### config.mk
export PLATFORM = sky130hd
export DESIGN_NAME = dlt_loop_ctrl
export DESIGN_NICKNAME = d
export VERILOG_FILES = /design/src/dlt_pkg.sv /design/src/dlt_damp_map.sv /design/src/dlt_loop_ctrl.sv
export SDC_FILE = /design/constraint.sdc
export NUM_CORES = 1
export LEC_CHECK = 0
export BUFFER_PORTS_ARGS = -buffer_cell sky130_fd_sc_hd__buf_2
export CELL_PAD_IN_SITES_DETAIL_PLACEMENT = 0
export CELL_PAD_IN_SITES_GLOBAL_PLACEMENT = 1
export CORE_UTILIZATION = 54
export CTS_BUF_LIST = sky130_fd_sc_hd__clkbuf_4
export CTS_CLUSTER_DIAMETER = 50
export CTS_CLUSTER_SIZE = 8
export DETAILED_ROUTE_END_ITERATION = 8
export PLACE_DENSITY = 0.88
export SETUP_SLACK_MARGIN = 0.02
export SLEW_MARGIN = 25
export SYNTH_ARGS = -nofsm -noshare
export SYNTH_HDL_FRONTEND = slang
export SYNTH_SLANG_ARGS = --single-unit
export TNS_END_PERCENT = 1
### constraint.sdc
create_clock -name ref_clk_i -period 19.95 [get_ports ref_clk_i]
set_input_delay 4.9875 -clock ref_clk_i [delete_from_list [all_inputs] [get_ports ref_clk_i]]
set_output_delay 4.9875 -clock ref_clk_i [all_outputs]
set_load 0.01 [all_outputs]
### src/dlt_pkg.sv
// Package for the loop damping, crystal trim and bandwidth selection block
package dlt_pkg;
    // ========================================================
    // Register map, byte addressed over the device's own port
    localparam logic [7:0]  ADDR_TRIM_LO      = 8'h3c;
    localparam logic [7:0]  ADDR_TRIM_HI      = 8'h3d;
    localparam logic [7:0]  ADDR_AUTO_BW      = 8'h3b;
    localparam logic [7:0]  ADDR_LOCKED_BW    = 8'h67;
    localparam logic [7:0]  ADDR_ACQ_BW       = 8'h69;
    localparam logic [7:0]  ADDR_DAMPING      = 8'h6b;
    localparam logic [7:0]  ADDR_FIXED_BW     = 8'h6c;
    localparam logic [7:0]  ADDR_STATUS       = 8'h6d;
    // ========================================================
    // Field positions and reset values
    localparam int          AUTO_BW_BIT       = 7;
    localparam logic [15:0] TRIM_RESET        = 16'h9999;
    localparam logic [15:0] TRIM_ZERO_OFFSET  = 16'h9999;
    localparam logic [2:0]  DAMP_RESET        = 3'h3;
    localparam logic [2:0]  DAMP_CODE_MIN     = 3'h1;
    localparam logic [2:0]  DAMP_CODE_MAX     = 3'h5;
    localparam logic [3:0]  BW_RESET          = 4'h4;
    localparam logic [3:0]  ACQ_BW_RESET      = 4'h7;
    // Trim step in units of 1e-7 ppm: 0.0196229 ppm
    localparam longint      TRIM_STEP_E7PPM   = 196229;
    // ========================================================
    // Bandwidth codes, ten steps
    typedef enum logic [3:0] {
        BW_0P1, BW_0P3, BW_0P6, BW_1P2, BW_2P5, BW_4,
        BW_8, BW_18, BW_35, BW_70
    } dlt_bw_t;
    // Damping factor classes
    typedef enum logic [2:0] {
        DAMP_1P2, DAMP_2P5, DAMP_5, DAMP_10, DAMP_20
    } dlt_damp_t;
    // Loop parameters handed to the filter
    typedef struct packed {
        logic [3:0]  bandwidth;
        logic [2:0]  damping;
        logic        acquiring;
        logic [15:0] trim;
    } dlt_loop_cfg_t;
    // Register port request
    typedef struct packed {
        logic       wr;
        logic       rd;
        logic [7:0] addr;
        logic [7:0] wdata;
    } dlt_reg_req_t;
endpackage

### src/dlt_damp_map.sv
// Damping factor lookup from bandwidth and damping code
`timescale 1ns/100ps
module dlt_damp_map (
    // Selection
    input  wire logic [3:0] bw_i,
    input  wire logic [2:0] code_i,
    // Result
    output logic      [2:0] damp_o,
    output logic      [2:0] code_eff_o
);
    logic [2:0] code;
    always_comb begin
        // Undefined codes clamp to the nearest defined one
        code = code_i;
        if (code_i < dlt_pkg::DAMP_CODE_MIN) begin
            code = dlt_pkg::DAMP_CODE_MIN;
        end else if (code_i > dlt_pkg::DAMP_CODE_MAX) begin
            code = dlt_pkg::DAMP_CODE_MAX;
        end
        code_eff_o = code;
        damp_o     = 3'(dlt_pkg::DAMP_5);
        unique case (dlt_pkg::dlt_bw_t'(bw_i))
            dlt_pkg::BW_8: begin
                if (code == 3'h1) damp_o = 3'(dlt_pkg::DAMP_2P5);
            end
            dlt_pkg::BW_18, dlt_pkg::BW_35, dlt_pkg::BW_70: begin
                unique case (code)
                    3'h1: damp_o = 3'(dlt_pkg::DAMP_1P2);
                    3'h2: damp_o = 3'(dlt_pkg::DAMP_2P5);
                    3'h3: damp_o = 3'(dlt_pkg::DAMP_5);
                    3'h4: damp_o = (bw_i == 4'(dlt_pkg::BW_18)) ?
                                   3'(dlt_pkg::DAMP_5) : 3'(dlt_pkg::DAMP_10);
                    default: begin
                        if (bw_i == 4'(dlt_pkg::BW_18)) damp_o = 3'(dlt_pkg::DAMP_5);
                        else if (bw_i == 4'(dlt_pkg::BW_35)) damp_o = 3'(dlt_pkg::DAMP_10);
                        else damp_o = 3'(dlt_pkg::DAMP_20);
                    end
                endcase
            end
            default: damp_o = 3'(dlt_pkg::DAMP_5);
        endcase
    end
endmodule

### src/dlt_loop_ctrl.sv
// Loop parameter control: damping, crystal trim and automatic bandwidth
`timescale 1ns/100ps
module dlt_loop_ctrl (
    // Clock and reset; clock is the 25 MHz system oscillator
    input  wire logic                   ref_clk_i,
    input  wire logic                   rst_i,
    // Register port
    input  wire dlt_pkg::dlt_reg_req_t  req_i,
    output logic                [7:0]   rdata_o,
    // Lock status from the phase detectors
    input  wire logic                   phase_locked_i,
    // Loop configuration to the filter
    output dlt_pkg::dlt_loop_cfg_t      loop_cfg_o,
    // Signed output offset in units of 1e-7 ppm
    output logic signed [33:0]          freq_offset_o
);
    // ========================================================
    // Registers
    logic [15:0] trim_reg, trim_next;
    logic        auto_reg, auto_next;
    logic [3:0]  acq_bw_reg, acq_bw_next;
    logic [3:0]  lck_bw_reg, lck_bw_next;
    logic [3:0]  fix_bw_reg, fix_bw_next;
    logic [2:0]  damp_code_reg, damp_code_next;
    logic [7:0]  rdata_reg, rdata_next;
    logic        lock_reg, lock_next;
    dlt_pkg::dlt_loop_cfg_t cfg_reg, cfg_next;
    // Wide enough for both range ends: -771 ppm and +514 ppm in 1e-7 ppm units
    logic signed [33:0] off_reg, off_next;

    logic [3:0]  bw_sel;
    logic [2:0]  damp_sel;
    logic [2:0]  code_eff;
    logic signed [17:0] delta;

    always_comb begin
        trim_next      = trim_reg;
        auto_next      = auto_reg;
        acq_bw_next    = acq_bw_reg;
        lck_bw_next    = lck_bw_reg;
        fix_bw_next    = fix_bw_reg;
        damp_code_next = damp_code_reg;
        rdata_next     = rdata_reg;
        lock_next      = phase_locked_i;
        if (req_i.wr) begin
            unique case (req_i.addr)
                dlt_pkg::ADDR_TRIM_LO:   trim_next[7:0]  = req_i.wdata;
                dlt_pkg::ADDR_TRIM_HI:   trim_next[15:8] = req_i.wdata;
                dlt_pkg::ADDR_AUTO_BW:   auto_next = req_i.wdata[dlt_pkg::AUTO_BW_BIT];
                dlt_pkg::ADDR_LOCKED_BW: lck_bw_next = req_i.wdata[3:0];
                dlt_pkg::ADDR_ACQ_BW:    acq_bw_next = req_i.wdata[3:0];
                dlt_pkg::ADDR_DAMPING:   damp_code_next = req_i.wdata[2:0];
                dlt_pkg::ADDR_FIXED_BW:  fix_bw_next = req_i.wdata[3:0];
                default: ;
            endcase
        end
        if (req_i.rd) begin
            unique case (req_i.addr)
                dlt_pkg::ADDR_TRIM_LO:   rdata_next = trim_reg[7:0];
                dlt_pkg::ADDR_TRIM_HI:   rdata_next = trim_reg[15:8];
                dlt_pkg::ADDR_AUTO_BW:   rdata_next = {auto_reg, 7'h00};
                dlt_pkg::ADDR_LOCKED_BW: rdata_next = {4'h0, lck_bw_reg};
                dlt_pkg::ADDR_ACQ_BW:    rdata_next = {4'h0, acq_bw_reg};
                dlt_pkg::ADDR_DAMPING:   rdata_next = {5'h00, damp_code_reg};
                dlt_pkg::ADDR_FIXED_BW:  rdata_next = {4'h0, fix_bw_reg};
                dlt_pkg::ADDR_STATUS:    rdata_next = {cfg_reg.acquiring, code_eff,
                                                       cfg_reg.bandwidth};
                default:                 rdata_next = 8'h00;
            endcase
        end
    end

    // ========================================================
    // Bandwidth selection
    always_comb begin
        if (auto_reg) begin
            // Wide while unlocked to shorten pull-in, narrow once locked
            bw_sel = lock_reg ? lck_bw_reg : acq_bw_reg;
        end else begin
            bw_sel = fix_bw_reg;
        end
        // Codes above the top step would leave the pole undefined
        if (bw_sel > 4'(dlt_pkg::BW_70)) bw_sel = 4'(dlt_pkg::BW_70);
    end

    dlt_damp_map u_damp (
        .bw_i       (bw_sel),
        .code_i     (damp_code_reg),
        .damp_o     (damp_sel),
        .code_eff_o (code_eff)
    );

    always_comb begin
        // Whole 16-bit range is legal; 0 gives about -771 ppm, ffff +514 ppm
        delta = 18'(signed'({2'b00, trim_reg})) -
                18'(signed'({2'b00, dlt_pkg::TRIM_ZERO_OFFSET}));
        off_next = 34'(delta * 34'(dlt_pkg::TRIM_STEP_E7PPM));
        cfg_next.bandwidth = bw_sel;
        cfg_next.damping   = damp_sel;
        cfg_next.acquiring = auto_reg & ~lock_reg;
        cfg_next.trim      = trim_reg;
    end

    always_ff @(posedge ref_clk_i or posedge rst_i) begin
        if (rst_i) begin
            trim_reg      <= dlt_pkg::TRIM_RESET;
            auto_reg      <= 1'b0;
            acq_bw_reg    <= dlt_pkg::ACQ_BW_RESET;
            lck_bw_reg    <= dlt_pkg::BW_RESET;
            fix_bw_reg    <= dlt_pkg::BW_RESET;
            damp_code_reg <= dlt_pkg::DAMP_RESET;
            rdata_reg     <= 8'h00;
            lock_reg      <= 1'b0;
            cfg_reg       <= '0;
            off_reg       <= 34'sh0;
        end else begin
            trim_reg      <= trim_next;
            auto_reg      <= auto_next;
            acq_bw_reg    <= acq_bw_next;
            lck_bw_reg    <= lck_bw_next;
            fix_bw_reg    <= fix_bw_next;
            damp_code_reg <= damp_code_next;
            rdata_reg     <= rdata_next;
            lock_reg      <= lock_next;
            cfg_reg       <= cfg_next;
            off_reg       <= off_next;
        end
    end

    assign rdata_o       = rdata_reg;
    assign loop_cfg_o    = cfg_reg;
    assign freq_offset_o = off_reg;
endmodule

==> results.json <==
{
  "synth_seq_cells": 99,
  "port_buffers": 86,
  "worst-endpoint-arrival_ns": 8.19,
  "maxCapViolations": 0,
  "hold_viol": 0,
  "die_area_mm2": 0.0178,
  "routed_wl_mm": 20.2,
  "cts_resized": 0,
  "synth_ff_type": "dfrtp_1",
  "maxSlewViolCount": 0,
  "synthCells": 879,
  "detail-route-antenna-nets": 0,
  "finClkSkew_ns": 0.0214,
  "fin_crit_sh": 0.386,
  "start_kind": "register",
  "vias": 6494,
  "cts-root-buf": "clkbuf_4",
  "dieWidth_um": 133,
  "gr-total-overflow": 0,
  "place_ws_ns": 12.32,
  "wl_per_cell_um": 17.0,
  "final_common_cell": "inv_1",
  "cts-hold-fix-buffers": 0,
  "coreArea_mm2": 0.0167,
  "cts_sinks": 99,
  "final_cell_mix": "163 x inv_1, 133 x ha_1, 100 x fa_1",
  "crit_fanout": 9,
  "viasPerCell": 5.48,
  "cts_setup_buffers": 0,
  "area_delta_synth_final_pct": 8.85,
  "yosysWarnings": 0,
  "rsz0062_at_grt": "no",
  "yosysTopAreaCellShare": 0.226,
  "crit_path_max_incr_delay_ns": 0.73,
  "max_freq_ghz": 0.130,
  "num_io_pins": 87,
  "clk_pin_slew_ns": 0.19,
  "layout.nets": 1214,
  "fin_setup_tns_ns": 0,
  "avgSynthCellArea_um2": 10.6,
  "cts_tree": "built",
  "insertion_delay_ns": 0.53,
  "tightest_slew_ns": 0.939,
  "hold_path_class": "reg -> reg",
  "crit_family": "adder cells",
  "grt_pass1_vias": 6416,
  "synth-async-reset-ratio": 1.00,
  "crit_slowest_cell": "o21ai_1",
  "ys_types": 63,
  "drtIter0Drc": 383,
  "path_buf_inv": 4,
  "gp_congestion": 0.893,
  "drive_above_1_share": 0.163,
  "clock_path_buffers": 2,
  "crit_chain": "inv_1 > ha_1 > nand2b_4 > a311o_1 > a311o_1 > a31oi_4 > inv_1 > o21ai_1 > ha_1 > ha_1 > fa_1 > fa_1 > fa_1 > inv_1 > fa_1 > inv_1 > ha_1 > or2_2 > a221oi_1 > a211o_1 > o211ai_1 > a221oi_1 > xnor2_1",
  "largest_reg_flops": 34,
  "synth_seq_area_share": 0.268,
  "drcViolationCount": 0,
  "syn_area_mm2": 0.00931,
  "grt_max_degree": 56,
  "relSlewSlack": 0.370,
  "start_util": 0.557,
  "rows": 47,
  "grt_pass1_wl_mm": 32.8,
  "required_ns": 20.43,
  "synth_fp_nets": 1133,
  "worstSetupPathType": "reg -> reg",
  "synth_edf_count": 0,
  "antenna_found_initial": 1,
  "die_y_um": 133,
  "cts_buffers": 9,
  "ys_top_cells_by_area": "dfrtp_1 23%, fa_1 22%, ha_1 18%",
  "outcome": "finished, final reports clean",
  "finalWorstSetupSlack_ns": 12.24,
  "endpoint_kind": "register",
  "post-dp-hpwl_mm": 16.7,
  "setup_viol": 0,
  "cts.htree.levels": 3,
  "fin_crit_ns": 7.71,
  "drt_first_pass_iters": 5,
  "grt_usage": 0.242,
  "yosysTopAreaCell": "dfrtp_1"
}
## through the flow
stage	std cells	area (µm²)	hold slack, ns	utilization
floorplan	879	9310	0.411	-
CTS	1185	10100	0.462	0.606
finish	1186	10100	0.462	0.607
global placement	1169	9970	0.424	0.597
detailed placement	1169	9970	0.437	0.597
global route	1186	10100	0.478	0.607
## per-layer routing
layer  GRT usage  wire (µm)  vias up
met3      0.0236        843       23
met4      0.0726        320        0
met5           0          0        -
met1       0.350       9380     3248
met2       0.386       9680      154
li1            -          -     3069
## cell usage after synthesis (5+ instances only)
library cell  count
mux2_2           24
xnor2_1          28
ha_1            133
nand2_1          47
a21o_1            8
fa_1            100
mux2_1            9
a21oi_1          41
o21ai_0          18
clkbuf_1         19
inv_1           164
nand4_1           6
dfrtp_1          84
nor2b_1           7
a221oi_1          6
o22ai_1           5
o21ai_1           7
nor2_1           36
nand2b_1          5
and3_1            5
xor2_1           18
mux2i_1           9
dfstp_2          15
nand3_1           7
a31oi_1          11
## path summary, 6_finish.rpt
kind,start,end,slack (ns),cells past startpoint
min in group asynchronous,rst_i,rdata_o[6]$_DFFE_PP0P_,4.46,2
worst min register to register,trim_reg[1]$_DFFE_PP0P_,loop_cfg_o[1]$_DFF_PP0_,0.46,0
worst max-delay path,trim_reg[0]$_DFFE_PP1P_,freq_offset_o[32]$_DFF_PP0_,12.24,23
worst min-delay path,trim_reg[1]$_DFFE_PP0P_,loop_cfg_o[1]$_DFF_PP0_,0.46,0
max in group asynchronous,rst_i,loop_cfg_o[18]$_DFF_PP0_,14.38,3
worst max register to register,trim_reg[0]$_DFFE_PP1P_,freq_offset_o[32]$_DFF_PP0_,12.24,23
## kinds of logic after synthesis
kind of cell             Yosys count  share of synthesized area
AO/OA/AOI/OAI                    135                     0.0951
multiplexers                      42                     0.0496
XOR/XNOR                          48                     0.0468
buffers and inverters            184                     0.0742
flip-flops                        99                      0.268
AND/OR/NAND/NOR                  138                     0.0722
adder cells (fa/ha/maj)          233                      0.394
## layout make-up
class,count,area [µm²]
Fill cell,1456,6570
Multi-Input combinational cell,596,6120
Sequential cell,99,2500
Inverter,165,622
Timing Repair Buffer,89,453
Tap cell,220,275
Clock inverter,7,93.8
Clock buffer,9,67.6
Antenna cell,1,2.50
## worst reg2reg max path, delay by kind of cell (launching register included)
| family | cells | cell delay, ns |
|---|---|---|
| flip-flops | 1 | 0.47 |
| XOR/XNOR | 1 | 0.15 |
| AO/OA/AOI/OAI | 8 | 2.90 |
| AND/OR/NAND/NOR | 2 | 0.39 |
| adder cells (fa/ha/maj) | 8 | 3.41 |
| buffers and inverters | 4 | 0.36 |
Power is not shown: default switching activity piles up to over one toggle a cycle in this logic, so the estimate is an artifact.
